### config.mk
export PLATFORM = sky130hd
export DESIGN_NAME = adcsq_control
export DESIGN_NICKNAME = d
export VERILOG_FILES = /design/src/logic/adcsq_control.v
export VERILOG_INCLUDE_DIRS = /design/src /design/src/logic
export SDC_FILE = /design/constraint.sdc
export NUM_CORES = 1
export LEC_CHECK = 0
export ABC_AREA = 1
export BUFFER_PORTS_ARGS = -buffer_cell sky130_fd_sc_hd__buf_2
export CAP_MARGIN = 20
export CORE_MARGIN = 5
export CORE_UTILIZATION = 57
export DETAILED_ROUTE_END_ITERATION = 8
export GPL_TIMING_DRIVEN = 0
export PLACE_DENSITY = 0.8
export RECOVER_POWER = 25
export SLEW_MARGIN = 20
export SYNTH_ARGS = -nofsm -noshare
export SYNTH_HDL_FRONTEND = slang
export SYNTH_SLANG_ARGS = --single-unit
export TNS_END_PERCENT = 30
### constraint.sdc
create_clock -name clk_i -period 2.58 [get_ports clk_i]
set_input_delay 0.258 -clock clk_i [delete_from_list [all_inputs] [get_ports clk_i]]
set_output_delay 0.258 -clock clk_i [all_outputs]
set_load 0.03 [all_outputs]
### src/logic/adcsq_defs.vh
// Purpose: constants for the converter sequencer control block
// Assumes: 10 MHz system clock; APB byte address is four times the register index
// Notes:   definitions only
`ifndef ADCSQ_DEFS_VH
`define ADCSQ_DEFS_VH

// register indices; byte address = index * 4
`define ADCSQ_IDX_CTRL0    10'h040
`define ADCSQ_IDX_CHTRG    10'h041
`define ADCSQ_IDX_BUFCTL   10'h042
`define ADCSQ_IDX_RESULT   10'h044
`define ADCSQ_IDX_STATUS   10'h046

// reset values
`define ADCSQ_RST_CTRL0    16'h0000
`define ADCSQ_RST_CHTRG    16'h0000
`define ADCSQ_RST_BUFCTL   5'h00

// control zero fields
`define ADCSQ_CLKSEL_BIT   0
`define ADCSQ_ACQ_LO       4
`define ADCSQ_TRG_LO       8
`define ADCSQ_SIGN_BIT     12
`define ADCSQ_VREF_BIT     13
`define ADCSQ_IEN_BIT      14
`define ADCSQ_EN_BIT       15

// channel and trigger fields
`define ADCSQ_SOFTWARE_TRIGGER_BIT    15

// buffer control fields
`define ADCSQ_BSIZE_BIT    0
`define ADCSQ_PPONG_BIT    1
`define ADCSQ_BUFEN_BIT    2
`define ADCSQ_RDGATE_BIT   3
`define ADCSQ_PCLR_BIT     4

// trigger source codes
`define ADCSQ_TRG_SW       3'h0
`define ADCSQ_TRG_PWM      3'h1
`define ADCSQ_TRG_TMR1     3'h2
`define ADCSQ_TRG_TMR2     3'h3
`define ADCSQ_TRG_RTC      3'h4
`define ADCSQ_TRG_PA6      3'h5

// signed output flip constant
`define ADCSQ_SIGN_XOR     10'h200

// timing: system clock and converter clock periods in ns
`define ADCSQ_CLK_NS       100
`define ADCSQ_TAD_FAST_NS  1000
`define ADCSQ_TAD_SLOW_NS  1953
`define ADCSQ_HALF_FAST    (`ADCSQ_TAD_FAST_NS / 2 / `ADCSQ_CLK_NS)
`define ADCSQ_HALF_SLOW    (`ADCSQ_TAD_SLOW_NS / 2 / `ADCSQ_CLK_NS)

`endif

### src/logic/adcsq_control.v
// Purpose: register front end and scan sequencer for a 10-bit converter
// Assumes: converter core runs on clk_i; pin triggers are asynchronous
// Notes:   APB slave with zero wait states; result buffer up to four entries
`timescale 1ns/1ps
`include "adcsq_defs.vh"

module adcsq_control (
   input  wire        clk_i,           // system clock, 10 MHz
   input  wire        arst_n_i,        // async reset, active low
   input  wire        psel_i,          // apb select
   input  wire        penable_i,       // apb enable
   input  wire        pwrite_i,        // apb direction
   input  wire [11:0] paddr_i,         // apb byte address
   input  wire [31:0] pwdata_i,        // apb write data
   output reg  [31:0] prdata_o,        // apb read data
   output wire        pready_o,        // apb ready
   output wire        pslverr_o,       // apb error, unmapped
   input  wire        trig_pwm_i,      // audio pwm trigger pulse
   input  wire        trig_tmr1_i,     // timer1 trigger pulse
   input  wire        trig_tmr2_i,     // timer2 trigger pulse
   input  wire        trig_rtc_i,      // rtc trigger pulse
   input  wire        pin_pa6_i,       // port a pin 6, async
   input  wire        pin_pb4_i,       // port b pin 4, async
   input  wire [9:0]  conv_data_i,     // core result
   input  wire        conv_done_i,     // core done pulse
   output reg         conv_start_o,    // core start pulse
   output reg         sample_o,        // acquisition window
   output reg  [14:0] conv_chan_o,     // one-hot input mux
   output reg         conv_clk_o,      // divided converter clock
   output wire [7:0]  analog_pin_en_o, // pins in analog mode
   output wire        ref_pin_en_o,    // reference pin in analog use
   output wire        conv_irq_o       // conversion interrupt
);

   localparam [1:0] ST_IDLE = 2'h0;
   localparam [1:0] ST_ACQ  = 2'h1;
   localparam [1:0] ST_CONV = 2'h2;
   localparam [1:0] ST_HOLD = 2'h3;
   localparam integer HALF_FAST_I = `ADCSQ_HALF_FAST;
   localparam integer HALF_SLOW_I = `ADCSQ_HALF_SLOW;
   localparam [4:0]   HALF_FAST   = HALF_FAST_I[4:0];
   localparam [4:0]   HALF_SLOW   = HALF_SLOW_I[4:0];

   reg  [15:0] ctrl0_q;
   reg  [15:0] chtrg_q;
   reg  [4:0]  bufctl_q;
   reg         done_q;
   reg  [9:0]  last_q;
   reg  [9:0]  buf_q [0:3];
   reg  [1:0]  wr_ptr_q;
   reg  [1:0]  rd_ptr_q;
   reg  [2:0]  fill_q;
   reg  [1:0]  state_q;
   reg  [14:0] pend_q;
   reg  [3:0]  chan_q;
   reg  [4:0]  acq_q;
   reg  [4:0]  div_q;
   reg         pa6_s1_q;
   reg         pa6_s2_q;
   reg         pa6_s3_q;
   reg         pb4_s1_q;
   reg         pb4_s2_q;
   reg         pb4_s3_q;

   wire        setup_w;
   wire        acc_w;
   wire        wr_w;
   wire        rd_w;
   wire        hit_ctrl0;
   wire        hit_chtrg;
   wire        hit_bufctl;
   wire        hit_result;
   wire        hit_status;
   wire        enable_w;
   wire [2:0]  trg_src_w;
   wire        result_rd_w;
   wire        pclr_w;
   wire [4:0]  half_w;
   wire        div_wrap_w;
   wire        tad_tick_w;
   wire [4:0]  acq_len_w;
   wire [9:0]  result_w;
   wire        store_w;
   wire [14:0] pend_left_w;
   reg  [2:0]  depth_w;
   reg         hw_trig_w;
   reg  [3:0]  first_w;
   reg  [9:0]  rd_val_w;
   integer     i;

   // apb decode
   assign setup_w    = psel_i & ~penable_i;
   assign acc_w      = psel_i & penable_i;
   assign wr_w       = acc_w & pwrite_i;
   assign rd_w       = acc_w & ~pwrite_i;
   assign hit_ctrl0  = (paddr_i == {`ADCSQ_IDX_CTRL0, 2'b00});
   assign hit_chtrg  = (paddr_i == {`ADCSQ_IDX_CHTRG, 2'b00});
   assign hit_bufctl = (paddr_i == {`ADCSQ_IDX_BUFCTL, 2'b00});
   assign hit_result = (paddr_i == {`ADCSQ_IDX_RESULT, 2'b00});
   assign hit_status = (paddr_i == {`ADCSQ_IDX_STATUS, 2'b00});
   assign pready_o   = 1'b1;
   assign pslverr_o  = acc_w & ~(hit_ctrl0 | hit_chtrg | hit_bufctl | hit_result | hit_status);

   assign enable_w    = ctrl0_q[`ADCSQ_EN_BIT];
   assign trg_src_w   = ctrl0_q[`ADCSQ_TRG_LO+2:`ADCSQ_TRG_LO];
   assign result_rd_w = rd_w & hit_result;
   assign pclr_w      = wr_w & hit_bufctl & pwdata_i[`ADCSQ_PCLR_BIT];

   // pin outputs follow channel and reference bits
   assign analog_pin_en_o = chtrg_q[7:0];
   assign ref_pin_en_o    = ctrl0_q[`ADCSQ_VREF_BIT];
   assign conv_irq_o      = done_q & ctrl0_q[`ADCSQ_IEN_BIT];

   // buffer depth from size, ping-pong and enable
   always @* begin
      if (!bufctl_q[`ADCSQ_BUFEN_BIT]) begin
         depth_w = 3'h0;
      end else begin
         depth_w = bufctl_q[`ADCSQ_BSIZE_BIT] ? 3'h4 : 3'h2;
         if (bufctl_q[`ADCSQ_PPONG_BIT]) begin
            depth_w = {1'b0, depth_w[2:1]};
         end
      end
   end

   // hardware trigger select
   always @* begin
      case (trg_src_w)
         `ADCSQ_TRG_PWM:  hw_trig_w = trig_pwm_i;
         `ADCSQ_TRG_TMR1: hw_trig_w = trig_tmr1_i;
         `ADCSQ_TRG_TMR2: hw_trig_w = trig_tmr2_i;
         `ADCSQ_TRG_RTC:  hw_trig_w = trig_rtc_i;
         `ADCSQ_TRG_PA6:  hw_trig_w = pa6_s2_q & ~pa6_s3_q;
         `ADCSQ_TRG_SW:   hw_trig_w = 1'b0;
         default:         hw_trig_w = pb4_s2_q & ~pb4_s3_q;
      endcase
   end

   // lowest pending channel
   always @* begin
      first_w = 4'h0;
      for (i = 14; i >= 0; i = i - 1) begin
         if (pend_q[i]) begin
            first_w = i[3:0];
         end
      end
   end

   // read data mux for the result register
   always @* begin
      if (depth_w == 3'h0) begin
         rd_val_w = last_q;
      end else begin
         rd_val_w = buf_q[rd_ptr_q];
      end
   end

   // pin trigger synchronisers and edge history
   always @(posedge clk_i or negedge arst_n_i) begin
      if (!arst_n_i) begin
         pa6_s1_q <= 1'b0;
         pa6_s2_q <= 1'b0;
         pa6_s3_q <= 1'b0;
         pb4_s1_q <= 1'b0;
         pb4_s2_q <= 1'b0;
         pb4_s3_q <= 1'b0;
      end else begin
         pa6_s1_q <= pin_pa6_i;
         pa6_s2_q <= pa6_s1_q;
         pa6_s3_q <= pa6_s2_q;
         pb4_s1_q <= pin_pb4_i;
         pb4_s2_q <= pb4_s1_q;
         pb4_s3_q <= pb4_s2_q;
      end
   end

   // converter clock divider
   assign half_w     = ctrl0_q[`ADCSQ_CLKSEL_BIT] ? HALF_FAST : HALF_SLOW;
   assign div_wrap_w = (div_q >= half_w - 5'h1);
   assign tad_tick_w = div_wrap_w & ~conv_clk_o;

   always @(posedge clk_i or negedge arst_n_i) begin
      if (!arst_n_i) begin
         div_q      <= 5'h00;
         conv_clk_o <= 1'b0;
      end else if (div_wrap_w) begin
         div_q      <= 5'h00;
         conv_clk_o <= ~conv_clk_o;
      end else begin
         div_q      <= div_q + 5'h01;
      end
   end

   // acquisition length in converter clocks: 2 << code
   assign acq_len_w = 5'h02 << ctrl0_q[`ADCSQ_ACQ_LO+1:`ADCSQ_ACQ_LO];

   // result formatting and scan bookkeeping
   assign result_w = ctrl0_q[`ADCSQ_SIGN_BIT] ? (conv_data_i ^ `ADCSQ_SIGN_XOR)
                                               : conv_data_i;
   assign store_w     = (state_q == ST_CONV) & conv_done_i;
   assign pend_left_w = pend_q & ~(15'h0001 << first_w);

   // control registers
   always @(posedge clk_i or negedge arst_n_i) begin
      if (!arst_n_i) begin
         ctrl0_q  <= `ADCSQ_RST_CTRL0;
         chtrg_q  <= `ADCSQ_RST_CHTRG;
         bufctl_q <= `ADCSQ_RST_BUFCTL;
      end else begin
         if (wr_w & hit_ctrl0) begin
            ctrl0_q <= pwdata_i[15:0] & 16'hf731;               // unused bits read zero
         end
         if (wr_w & hit_chtrg & enable_w) begin
            chtrg_q <= pwdata_i[15:0];
         end else if (store_w & (pend_left_w == 15'h0000)) begin
            chtrg_q[`ADCSQ_SOFTWARE_TRIGGER_BIT] <= 1'b0;
         end
         if (wr_w & hit_bufctl) begin
            bufctl_q <= {1'b0, pwdata_i[3:0]};
         end
      end
   end

   // done flag: set wins over the write-one clear
   always @(posedge clk_i or negedge arst_n_i) begin
      if (!arst_n_i) begin
         done_q <= 1'b0;
      end else if (store_w) begin
         done_q <= 1'b1;
      end else if (wr_w & hit_status & pwdata_i[0]) begin
         done_q <= 1'b0;
      end
   end

   // result buffer entries
   genvar g;
   generate
      for (g = 0; g < 4; g = g + 1) begin : g_buf
         always @(posedge clk_i or negedge arst_n_i) begin
            if (!arst_n_i) begin
               buf_q[g] <= 10'h000;
            end else if (store_w & (depth_w != 3'h0) & (wr_ptr_q == g)) begin
               buf_q[g] <= result_w;
            end
         end
      end
   endgenerate

   // buffer pointers, fill level and direct result
   always @(posedge clk_i or negedge arst_n_i) begin
      if (!arst_n_i) begin
         last_q   <= 10'h000;
         wr_ptr_q <= 2'h0;
         rd_ptr_q <= 2'h0;
         fill_q   <= 3'h0;
      end else if (pclr_w) begin
         wr_ptr_q <= 2'h0;
         rd_ptr_q <= 2'h0;
         fill_q   <= 3'h0;
      end else begin
         if (store_w) begin
            last_q <= result_w;
         end
         if (store_w & (depth_w != 3'h0)) begin
            wr_ptr_q <= ({1'b0, wr_ptr_q} + 3'h1 >= depth_w) ? 2'h0 : wr_ptr_q + 2'h1;
         end
         if (result_rd_w & (depth_w != 3'h0)) begin
            rd_ptr_q <= ({1'b0, rd_ptr_q} + 3'h1 >= depth_w) ? 2'h0 : rd_ptr_q + 2'h1;
         end
         if (store_w & ~(result_rd_w & fill_q != 3'h0) & (fill_q < depth_w)) begin
            fill_q <= fill_q + 3'h1;
         end else if (~store_w & result_rd_w & (fill_q != 3'h0)) begin
            fill_q <= fill_q - 3'h1;
         end
      end
   end

   // scan sequencer
   always @(posedge clk_i or negedge arst_n_i) begin
      if (!arst_n_i) begin
         state_q      <= ST_IDLE;
         pend_q       <= 15'h0000;
         chan_q       <= 4'h0;
         acq_q        <= 5'h00;
         sample_o     <= 1'b0;
         conv_start_o <= 1'b0;
         conv_chan_o  <= 15'h0000;
      end else begin
         conv_start_o <= 1'b0;
         if (!enable_w) begin
            state_q     <= ST_IDLE;
            sample_o    <= 1'b0;
            conv_chan_o <= 15'h0000;
            pend_q      <= 15'h0000;
         end else begin
            case (state_q)
               ST_IDLE: begin
                  if ((chtrg_q[14:0] != 15'h0000) &&
                      ((trg_src_w == `ADCSQ_TRG_SW) ? chtrg_q[`ADCSQ_SOFTWARE_TRIGGER_BIT]
                                                    : hw_trig_w)) begin
                     pend_q  <= chtrg_q[14:0];
                     chan_q  <= 4'hf;                           // first channel never waits
                     state_q <= ST_HOLD;
                  end
               end
               ST_HOLD: begin
                  if (~bufctl_q[`ADCSQ_RDGATE_BIT] | (chan_q == 4'hf) | result_rd_w) begin
                     chan_q      <= first_w;
                     conv_chan_o <= 15'h0001 << first_w;
                     acq_q       <= 5'h00;
                     sample_o    <= 1'b1;
                     state_q     <= ST_ACQ;
                  end
               end
               ST_ACQ: begin
                  if (tad_tick_w) begin
                     if (acq_q == acq_len_w - 5'h01) begin
                        sample_o     <= 1'b0;
                        conv_start_o <= 1'b1;
                        state_q      <= ST_CONV;
                     end else begin
                        acq_q <= acq_q + 5'h01;
                     end
                  end
               end
               ST_CONV: begin
                  if (conv_done_i) begin
                     pend_q <= pend_left_w;
                     if (pend_left_w == 15'h0000) begin
                        conv_chan_o <= 15'h0000;
                        chan_q      <= 4'hf;
                        state_q     <= ST_IDLE;
                     end else begin
                        state_q     <= ST_HOLD;
                     end
                  end
               end
               default: begin
                  state_q <= ST_IDLE;
               end
            endcase
         end
      end
   end

   // apb read data captured in the setup cycle
   always @(posedge clk_i or negedge arst_n_i) begin
      if (!arst_n_i) begin
         prdata_o <= 32'h00000000;
      end else if (setup_w & ~pwrite_i) begin
         if (hit_ctrl0) begin
            prdata_o <= {16'h0000, ctrl0_q};
         end else if (hit_chtrg) begin
            prdata_o <= {16'h0000, chtrg_q};
         end else if (hit_bufctl) begin
            prdata_o <= {27'h0000000, bufctl_q};
         end else if (hit_result) begin
            prdata_o <= {16'h0000, rd_val_w[9:2], rd_val_w[1:0], 6'h00};
         end else if (hit_status) begin
            prdata_o <= {24'h000000, state_q, fill_q, 2'h0, done_q};
         end else begin
            prdata_o <= 32'h00000000;
         end
      end
   end

endmodule // adcsq_control

==> reports/results.ini, run 1 <==
[status]
run_status=finished with violations
violations=max-capacitance violations, max-slew violations, negative setup slack

[critical_path]
critical_path_buf_inv_count=1
timing.critical_path.fanout_max=8
crit_slowest_cell=dfrtp_1
worst_ep_arrival_time_ns=2.95
critical_path_class=reg2reg
crit_path_cell_trace=nor2_2 -> nand2_1 -> nor2_4 -> nor2_8 -> nor2_4 -> nand3_1 -> nand2_1 -> nand3_1 -> nor2_1 -> nand2_1 -> nor2_2 -> nand2_2 -> nand2_4 -> nand3_4 -> buf_6 -> nand2_1 -> nand2_1
endpoint_kind=register
cp-start-kind=register
timing.critical_path.max_delay_family=simple AND/OR/NAND/NOR gates
worstPathRequired_ns=2.91
worst-r2r-setup-slack_ns=-0.05
peak_per_stage_delay_on_the_critical_path_ns=0.44
crit_top_cell=nand2_1

[placed_design]
place.detailed.hpwl_um=16200
numPortBuffers=94
postPlaceCellArea_mm2=0.00907
gp_routability_congestion=0.942

[die]
die-area_mm2=0.0170
design.core.area_mm2=0.0144
dieHeight_um=130
floorplan.io_pins=128
initial_core_utilization=0.576
floorplan.rows=44
floorplan.die.width_um=130

[sta]
slew_viol_final=65
timing.max_slew.rel_slack=-0.119
grt_setup_unrepaired=true
max_slew.worst_pin.slew_ns=1.68
final.period_utilization=1.02
final.setup.tns_ns=-0.343
fmax_ghz=0.381
report.final.hold_viol_count=0
setup_slack_ns=-0.0465
worst_clock_skew_ns=0.0110
finalCriticalPeriod_ns=2.63
final-setup-viol-count=14

[clock_tree]
clk_latency_ns=0.44
clk_root_buffer_cell=clkbuf_16
clock_sink_count=159
max-clock-path-buffers=2
tritoncts=yes
h_tree_depth=4
numCtsBuffers=17
clkSlewWorstSetupHoldPaths_ns=0.06

[global_route]
maximum_number_of_pins_on_one_net_before_global_route_repair=96
vias_in_the_first_global_route=6936
grtUsageTotal=0.271
grt_antenna_before_repair=0
grt_remaining_overflow=0
grt_pass1_wl_um=35500

[drt]
routed_via_count=7767
route.met3.wl_um=2040
viasPerCell=5.66
avgRoutedWirePerCell_um=16.8
wirelength_met1_um=10200
drcViolationCount=0
drtPass1Iterations=6
dr.first_iter.drc_count=673
detailroute.wirelength.met2_um=10300
highest-signal-layer=met4
drt_wl_total_um=23100
ant_nets=0

[synth]
cell_area_after_synthesis_mm2=0.00827
sequential_area_share_after_synthesis=0.481
yosysWarningCount=0
synth.lib_cells_used.distinct=48
synth.ff_latch_count=159
yosys_most_used_dff=dfrtp_1
synth_edf_count=0
asyncSetResetFlopFracSynth=1.00
syn-instance-count=1023
syn_avg_cell_area_um2=8.09

[worst_hold_path]
hp-class=in2reg

[power_and_ir_drop]
leakagePower_nw=5.09
power_mw=5.37
power.ir.vdd_worst_mv=0.567
powerDensity_mw_per_mm2=536

[cells_and_area]
antenna-diode-count=0
area_growth_syn_to_layout_pct=21.1
postLayoutCellArea_mm2=0.0100
commonest_cells_after_routing_fill_and_taps_aside=nand2_1 (230), dfrtp_1 (156), o21ai_0 (129), inv_1 (94), nor2_1 (82)
finalNetCount=1263
layout_commonest_cell=nand2_1
drive_above_1_share=0.205

[job]
drv_cap=1

==> cells by family (layout without fill, tap and decap cells) <==
group,after synthesis,count (layout),synth area share
other cells,2,17,0.000908
buf+inv,164,315,0.0873
simple gates,453,453,0.241
fa+ha+maj,21,21,0.0327
mux,3,3,0.00408
compound gates,216,216,0.148
xor+xnor,5,5,0.00529
flops,159,159,0.481
==> worst reg2reg max path, cell delays in order (launching register included) <==
cell and delay, ns:
dfrtp_1 0.44, nor2_2 0.18, nand2_1 0.11, nor2_4 0.18, nor2_8 0.08, nor2_4 0.20
nand3_1 0.18, nand2_1 0.12, nand3_1 0.08, nor2_1 0.09, nand2_1 0.08, nor2_2 0.17
nand2_2 0.12, nand2_4 0.10, nand3_4 0.11, buf_6 0.17, nand2_1 0.06, nand2_1 0.05
==> repair_timing <==
action,in CTS,in global routing
setup endpoints to repair,25,66
buffers inserted,0,21
endpoints found under the hold margin,66,0
pin swaps,0,21
hold buffers,3,0
gates resized for setup,7,67
cloned,0,1
==> area by class of cell <==
class,instances,area [um2]
inverters,106,420
fillers,1147,4350
clock inverters,14,126
well taps,184,230
repair buffers,120,693
flip-flops and latches,159,3980
plain buffers,57,333
multi-input cells,715,3800
clock buffers,18,429
==> layer usage <==
layer / vias up / track usage
li1: 3649 / -
met1: 3708 / 0.404
met2: 370 / 0.396
met3: 40 / 0.0508
met4: 0 / 0.0980
met5: - / 0
==> synthesized netlist by cell type (all sizes together) (3+ instances only) <==
cell	n	area share
a21boi	5	0.0045
a21oi	31	0.019
a221oi	9	0.0095
a22oi	11	0.010
a2bb2oi	3	0.0032
buf	28	0.026
clkbuf	30	0.014
dfrtp	159	0.48
ha	20	0.030
inv	106	0.048
mux2	3	0.0041
nand2	254	0.12
nand3	51	0.034
nand4	22	0.018
nor2	100	0.052
nor3	11	0.0067
nor3b	3	0.0027
nor4	6	0.0045
o211ai	3	0.0027
o21ai	132	0.080
o22ai	10	0.0076
or2	5	0.0038
xor2	5	0.0053
==> report_power, final <==
part / leakage [nW] / switching (mW) / internal [mW] / total [mW]
combinational: 2.69 / 0.255 / 0.131 / 0.386
sequential: 2.13 / 0.0420 / 2.55 / 2.59
clock: 0.266 / 1.13 / 1.27 / 2.39
total: 5.09 / 1.42 / 3.94 / 5.37
==> sequential cells by signal, summed over array words and instances (netlist names), 2 cells and up <==
signal       flops
last_q          10
chan_q           4
conv_chan_o     15
acq_q            5
div_q            5
rd_ptr_q         2
ctrl0_q         10
prdata_o        16
chtrg_q         16
fill_q           3
pend_q          15
state_q          2
wr_ptr_q         2
bufctl_q         4
buf_q           40
==> metrics by stage <==
stage | setup slack (ns) | cells | hold slack (ns) | utilization
6_report | -0.0465 | 1373 | 0.0428 | 0.697
5_1_grt | -0.168 | 1373 | 0.0491 | 0.697
2_1_floorplan | 0.367 | 1038 | -0.0376 | -
3_5_place_dp | -0.216 | 1317 | 0.240 | 0.631
3_3_place_gp | -1.17 | 1316 | 0.332 | 0.628
4_1_cts | -0.0764 | 1352 | 0.0233 | 0.673
==> final timing paths <==
path | startpoint | endpoint | depth (start not counted)
min in group asynchronous | arst_n_i | last_q[0] | 2
hold reg to reg | pa6_s1_q | pa6_s2_q | 0
max in group asynchronous | arst_n_i | pend_q[2] | 3
setup / recovery | pend_q[9] | conv_chan_o[10] | 17
setup reg to reg | pend_q[9] | conv_chan_o[10] | 17
hold / removal | pwdata_i[11] | chtrg_q[11] | 3
Power figures use the tool's default switching activity.
==> inputs of run 2 (changes only) <==
- REMOVE_ABC_BUFFERS: unset -> 1
==> reports/results.ini, run 2 (synthesized netlist as in run 1, its figures left out) <==
[critical_path]
timing.critical_path.fanout_max=8  ; unchanged
cp-start-kind=register
endpoint_kind=register
critical_path_class=reg2reg
worst_ep_arrival_time_ns=2.88  ; -0.07 ns
worstPathRequired_ns=2.90  ; about the same

[status]
run_status=finished with violations
violations=max-capacitance violations, max-slew violations

[cells_and_area]
layout_top_registers=buf_q (40), chtrg_q (16), prdata_o (16)
finalNetCount=1213  ; -4.0%
largest_register=buf_q
area_growth_syn_to_layout_pct=19.4
drive_above_1_share=0.217  ; +0.0116
commonest_cells_after_routing_fill_and_taps_aside=nand2_1 (219), dfrtp_1 (157), o21ai_0 (130), buf_2 (94), inv_1 (92)
antenna-diode-count=0  ; unchanged
layout_commonest_cell=nand2_1
ff_latch_area_mm2=0.00398  ; about the same
largest_register_ffs=40  ; unchanged
fillerInstances=1123  ; -2.1%
multi_input_area_mm2=0.00387  ; +1.7%
final_util=0.687  ; -0.0100

[global_route]
grt_remaining_overflow=0  ; unchanged
vias_in_the_first_global_route=6843  ; -1.3%
grtUsageTotal=0.254  ; -0.0169
grt_antenna_before_repair=0  ; unchanged
grt_pass1_wl_um=33700  ; -5.1%
maximum_number_of_pins_on_one_net_before_global_route_repair=84  ; -13%

[power_and_ir_drop]
power.clock.fraction=0.475  ; +0.029
swShare=0.229  ; -0.0365
power_mw=5.61  ; +4.5%
internal_power_mw=4.32  ; +9.6%
seqPwrFrac=0.462  ; -0.020
leakagePower_nw=5.01  ; -1.5%
power.ir.vdd_worst_mv=0.534  ; -5.7%
p_comb_frac=0.063  ; -0.009
switchingPower_mw=1.28  ; -9.9%
powerDensity_mw_per_mm2=568  ; +6.0%

[placed_design]
numPortBuffers=94  ; unchanged
gp_routability_congestion=0.934  ; -0.92%
place.detailed.hpwl_um=14600  ; -10%

[drt]
dr.first_iter.drc_count=686  ; +1.9%
drt_wl_total_um=21900  ; -5.2%
drcViolationCount=0  ; unchanged
avgRoutedWirePerCell_um=16.5  ; -1.6%
drtPass1Iterations=8  ; +2
routed_via_count=7514  ; -3.3%
viasPerCell=5.68  ; +0.40%
ant_nets=0  ; unchanged

[sta]
worst_clock_skew_ns=0.00584  ; -0.00513 ns
slew_viol_final=83  ; +28%
final-setup-viol-count=0  ; -14
fmax_ghz=0.391  ; +2.8%
grt_setup_unrepaired=true
final.period_utilization=0.990  ; -0.0276
finalCriticalPeriod_ns=2.56  ; -0.0712 ns
report.final.hold_viol_count=0  ; unchanged
max_slew.worst_pin.slew_ns=1.87  ; +0.196 ns
timing.max_slew.rel_slack=-0.249  ; -0.131

[clock_tree]
clk_latency_ns=0.43  ; about the same
clock_sink_count=159  ; unchanged
h_tree_depth=4  ; unchanged
clk_root_buffer_cell=clkbuf_16
clkSlewWorstSetupHoldPaths_ns=0.06  ; about the same
numCtsBuffers=17  ; unchanged
tritoncts=yes
max-clock-path-buffers=2  ; unchanged

[die]
initial_core_utilization=0.576  ; unchanged
floorplan.die.width_um=130  ; unchanged
floorplan.rows=44  ; unchanged
dieHeight_um=130  ; unchanged
die-area_mm2=0.0170  ; unchanged
floorplan.io_pins=128  ; unchanged
design.core.area_mm2=0.0144  ; unchanged

[job]
drv_cap=1  ; unchanged

[worst_hold_path]
hp-class=in2reg

-- run 2: cell types whose count changed in the layout (fill, tap and decap cells not counted), moves of 3 or more --
cell / previous run / this run
nand3_2: 4 / 7
inv_8: 4 / 1
nor2_2: 7 / 4
nand2_1: 230 / 219
inv_6: 4 / 1
buf_4: 45 / 23
clkbuf_2: 5 / 0
buf_2: 81 / 94
nand2_2: 21 / 31
clkinv_2: 2 / 5
nand3_1: 44 / 41
clkbuf_1: 39 / 2
bufinv_16: 0 / 4
-- run 2: what timing repair did --
action,4_1_cts,5_1_grt
setup endpoints to repair,46,72
buffers inserted,0,22
gates resized for setup,6,68
gates cloned,1,2
pin swaps,0,22
hold buffers,3,0
hold endpoints to repair,84,0
-- run 2: metal layers --
metal	GRT usage	routed length, um
met5	0	0
met3	0.0537	1670
met2	0.403	10400
met4	0.121	775
met1	0.334	9020
-- run 2: power by group through the flow --
| stage | clock network [mW] | logic, mW | registers [mW] |
|---|---|---|---|
| 2_1_floorplan | 0 | 0.187 | 2.64 |
| 3_3_place_gp | 0 | 0.331 | 2.63 |
| 3_5_place_dp | 0 | 0.346 | 2.64 |
| 4_1_cts | 2.69 | 0.354 | 2.59 |
| 5_1_grt | 2.80 | 0.416 | 2.60 |
| 6_report | 2.66 | 0.353 | 2.59 |
-- run 2: path summary, 6_finish.rpt --
| check | from | to | slack [ns] | cells past startpoint |
|---|---|---|---|---|
| hold / removal | pwdata_i[11] | chtrg_q[11] | 0.02 | 3 |
| hold reg to reg | pb4_s1_q | pb4_s2_q | 0.35 | 0 |
| min in group asynchronous | arst_n_i | conv_clk_o | 0.91 | 2 |
| setup reg to reg | pend_q[12] | conv_chan_o[9] | 0.02 | 23 |
| setup / recovery | pend_q[12] | conv_chan_o[9] | 0.02 | 23 |
| max in group asynchronous | arst_n_i | pend_q[11] | 0.51 | 3 |
-- run 2: cell type report --
class / instances / area share
Sequential cell: 159 / 0.403
Multi-Input combinational cell: 716 / 0.392
Timing Repair Buffer: 124 / 0.0753
Clock buffer: 21 / 0.0466
Inverter: 106 / 0.0418
Tap cell: 184 / 0.0233
Clock inverter: 11 / 0.0163
Timing Repair inverter: 2 / 0.00152
-- run 2: stage by stage --
stage | hold WS, ns | setup TNS, ns | cell area, um2 | instances | setup WS [ns]
4_1_cts | 0.0180 | 0 | 9460 | 1298 | 0.00580
6_report | 0.0237 | 0 | 9870 | 1323 | 0.0247
2_1_floorplan | -0.0376 | 0 | 8000 | 980 | 0.239
5_1_grt | 0.0385 | -3.20 | 9870 | 1323 | -0.191
3_5_place_dp | 0.297 | -7.72 | 8780 | 1262 | -0.451
3_3_place_gp | 0.332 | -195.86 | 8700 | 1258 | -1.09
-- run 2: worst max-delay path, cell delays in order (launching register included) --
cell	delay (ns)
dfrtp_1	0.38
inv_2	0.08
nand2_2	0.07
nand2_2	0.06
nand2_2	0.06
nand2_2	0.05
nand2_2	0.05
nand2_2	0.06
nand2_2	0.09
nand2_2	0.07
nand2_4	0.12
nand2_4	0.07
nand2_2	0.08
inv_2	0.08
nor2_4	0.15
nand3_1	0.13
nand2_1	0.10
inv_2	0.05
nor2_4	0.12
nand2_2	0.09
nand2_4	0.13
nand3_4	0.17
nand2_2	0.12
nand2_2	0.04
==> inputs of run 3 (changes only) <==
- PLACE_DENSITY: 0.8 -> unset
- PLACE_DENSITY_LB_ADDON: unset -> 0.15
- SKIP_LAST_GASP: unset -> 1
==> reports/results.ini, run 3 (synthesized netlist as in run 1, its figures left out) <==
[clock_tree]
max-clock-path-buffers=2  ; unchanged
clock_sink_count=159  ; unchanged
tritoncts=yes
clk_latency_ns=0.44  ; about the same
h_tree_depth=4  ; unchanged
numCtsBuffers=17  ; unchanged
clk_root_buffer_cell=clkbuf_16
clkSlewWorstSetupHoldPaths_ns=0.07  ; about the same

[drt]
drcViolationCount=0  ; unchanged
drtPass1Iterations=6  ; -2
ant_nets=0  ; unchanged
avgRoutedWirePerCell_um=16.5  ; about the same
viasPerCell=5.56  ; -2.2%
dr.first_iter.drc_count=606  ; -12%
drt_wl_total_um=21900  ; about the same
routed_via_count=7350  ; -2.2%

[power_and_ir_drop]
p_comb_frac=0.063  ; about the same
swShare=0.244  ; +0.0151
powerDensity_mw_per_mm2=571  ; +0.58%
leakagePower_nw=4.91  ; -2.0%
power.ir.vdd_worst_mv=0.485  ; -9.2%
seqPwrFrac=0.464  ; +0.002
power_mw=5.59  ; -0.36%
power.clock.fraction=0.473  ; -0.002
internal_power_mw=4.22  ; -2.3%
switchingPower_mw=1.36  ; +6.2%

[global_route]
grt_remaining_overflow=0  ; unchanged
maximum_number_of_pins_on_one_net_before_global_route_repair=101  ; +20%
grtUsageTotal=0.254  ; +0.000803
grt_pass1_wl_um=33500  ; -0.70%
grt_antenna_before_repair=0  ; unchanged
vias_in_the_first_global_route=6644  ; -2.9%

[cells_and_area]
finalNetCount=1213  ; unchanged
multi_input_area_mm2=0.00381  ; -1.6%
fillerInstances=1192  ; +6.1%
area_growth_syn_to_layout_pct=18.2
commonest_cells_after_routing_fill_and_taps_aside=nand2_1 (234), dfrtp_1 (156), o21ai_0 (130), inv_1 (92), nor2_1 (83)
final_util=0.681  ; -0.00644
ff_latch_area_mm2=0.00398  ; about the same
antenna-diode-count=0  ; unchanged
drive_above_1_share=0.195  ; -0.0219
layout_commonest_cell=nand2_1
layout_top_registers=buf_q (40), chtrg_q (16), prdata_o (16)
largest_register_ffs=40  ; unchanged
instances_no_fill=1323  ; unchanged
largest_register=buf_q

[die]
die-area_mm2=0.0170  ; unchanged
floorplan.io_pins=128  ; unchanged
initial_core_utilization=0.576  ; unchanged
floorplan.rows=44  ; unchanged
dieHeight_um=130  ; unchanged
design.core.area_mm2=0.0144  ; unchanged
floorplan.die.width_um=130  ; unchanged

[worst_hold_path]
hp-class=in2reg

[critical_path]
endpoint_kind=register
worst-r2r-setup-slack_ns=0.05  ; +0.03 ns
cp-start-kind=register
worstPathRequired_ns=2.91  ; about the same
worst_ep_arrival_time_ns=2.85  ; -0.03 ns
critical_path_class=reg2reg
timing.critical_path.fanout_max=8  ; unchanged

[status]
violations=max-capacitance violations, max-slew violations
run_status=finished with violations

[sta]
final-setup-viol-count=0  ; unchanged
report.final.hold_viol_count=0  ; unchanged
timing.max_slew.rel_slack=-0.00219  ; +0.247
grt_setup_unrepaired=true
final.period_utilization=0.980  ; -0.0106
max_slew.worst_pin.slew_ns=1.50  ; -0.371 ns
worst_clock_skew_ns=0.00856  ; +0.00272 ns
finalCriticalPeriod_ns=2.53  ; -0.0273 ns
fmax_ghz=0.396  ; +1.1%
slew_viol_final=59  ; -29%
final.setup.tns_ns=0  ; unchanged

[job]
drv_cap=1  ; unchanged

[placed_design]
place_inst=1262  ; unchanged
place.detailed.hpwl_um=14800  ; +0.91%
numPortBuffers=94  ; unchanged
gp_routability_congestion=0.920  ; -1.4%

-- run 3: cell types whose count changed in the layout (fill, tap and decap cells not counted), sizes merged --
cell      before  now
clkinv         5    3
inv          105  109
bufinv         4    3
clkinvlp       5    7
clkbuf        21   33
buf          121  106
-- run 3: area by class of cell --
| type | count | area share |
|---|---|---|
| timing repair inverter | 2 | 0.00154 |
| tap | 184 | 0.0235 |
| inverter | 106 | 0.0425 |
| sequential | 159 | 0.407 |
| clock inverter | 14 | 0.0184 |
| clock buffer | 18 | 0.0449 |
| multi-input combinational | 716 | 0.389 |
| timing repair buffer | 124 | 0.0725 |
-- run 3: through the flow --
| step | hold WS, ns | instance area [um2] | setup WS, ns |
|---|---|---|---|
| floorplan | -0.0376 | 8000 | 0.239 |
| global placement | 0.335 | 8700 | -1.17 |
| detailed placement | 0.226 | 8780 | -0.423 |
| CTS | 0.0101 | 9470 | -0.0397 |
| global route | 0.0155 | 9780 | -0.184 |
| finish | 0.0153 | 9780 | 0.0520 |
-- run 3: routing by layer --
layer	global-route usage	vias to the layer above	routed length, um
met3	0.0577	40	1400
met2	0.421	242	10800
met1	0.339	3505	9220
met5	0	-	0
met4	0.0726	0	455
li1	-	3563	-
-- run 3: power groups by stage --
stage               combinational (mW)  clock (mW)  sequential [mW]
detailed placement               0.350           0             2.64
finish                           0.353        2.64             2.59
global placement                 0.334           0             2.63
CTS                              0.355        2.67             2.59
floorplan                        0.187           0             2.64
global route                     0.404        2.78             2.59
-- run 3: worst paths after layout --
path                       depth (start not counted)         start         endpoint
setup reg to reg                                  23    pend_q[12]  conv_chan_o[11]
hold / removal                                     3  pwdata_i[11]      chtrg_q[11]
min in group asynchronous                          2      arst_n_i        buf_q[31]
setup / recovery                                  23    pend_q[12]  conv_chan_o[11]
hold reg to reg                                    0      pb4_s1_q         pb4_s2_q
max in group asynchronous                          3      arst_n_i        pend_q[5]
-- run 3: worst max-delay path, cell delays in order, from the launching register on --
cell and delay, ns:
dfrtp_1 0.38, inv_2 0.07, nand2_1 0.06, nand2_1 0.05
nand2_1 0.05, nand2_1 0.04, nand2_1 0.05, nand2_1 0.07
nand2_2 0.10, nand2_2 0.07, nand2_4 0.11, nand2_2 0.08
nand2_2 0.09, inv_2 0.08, nor2_4 0.12, nand3_1 0.12
nand2_1 0.10, inv_2 0.04, nor2_2 0.13, nand2_2 0.11
nand2_4 0.13, nand3_4 0.17, nand2_1 0.11, nand2_1 0.05
-- run 3: timing repair --
action | 4_1_cts | 5_1_grt
buffers inserted | 0 | 22
endpoints found under the hold margin | 61 | 0
pin swaps | 0 | 17
setup endpoints to repair | 75 | 72
cloned | 1 | 2
gates resized for setup | 9 | 47
hold buffers | 3 | 0
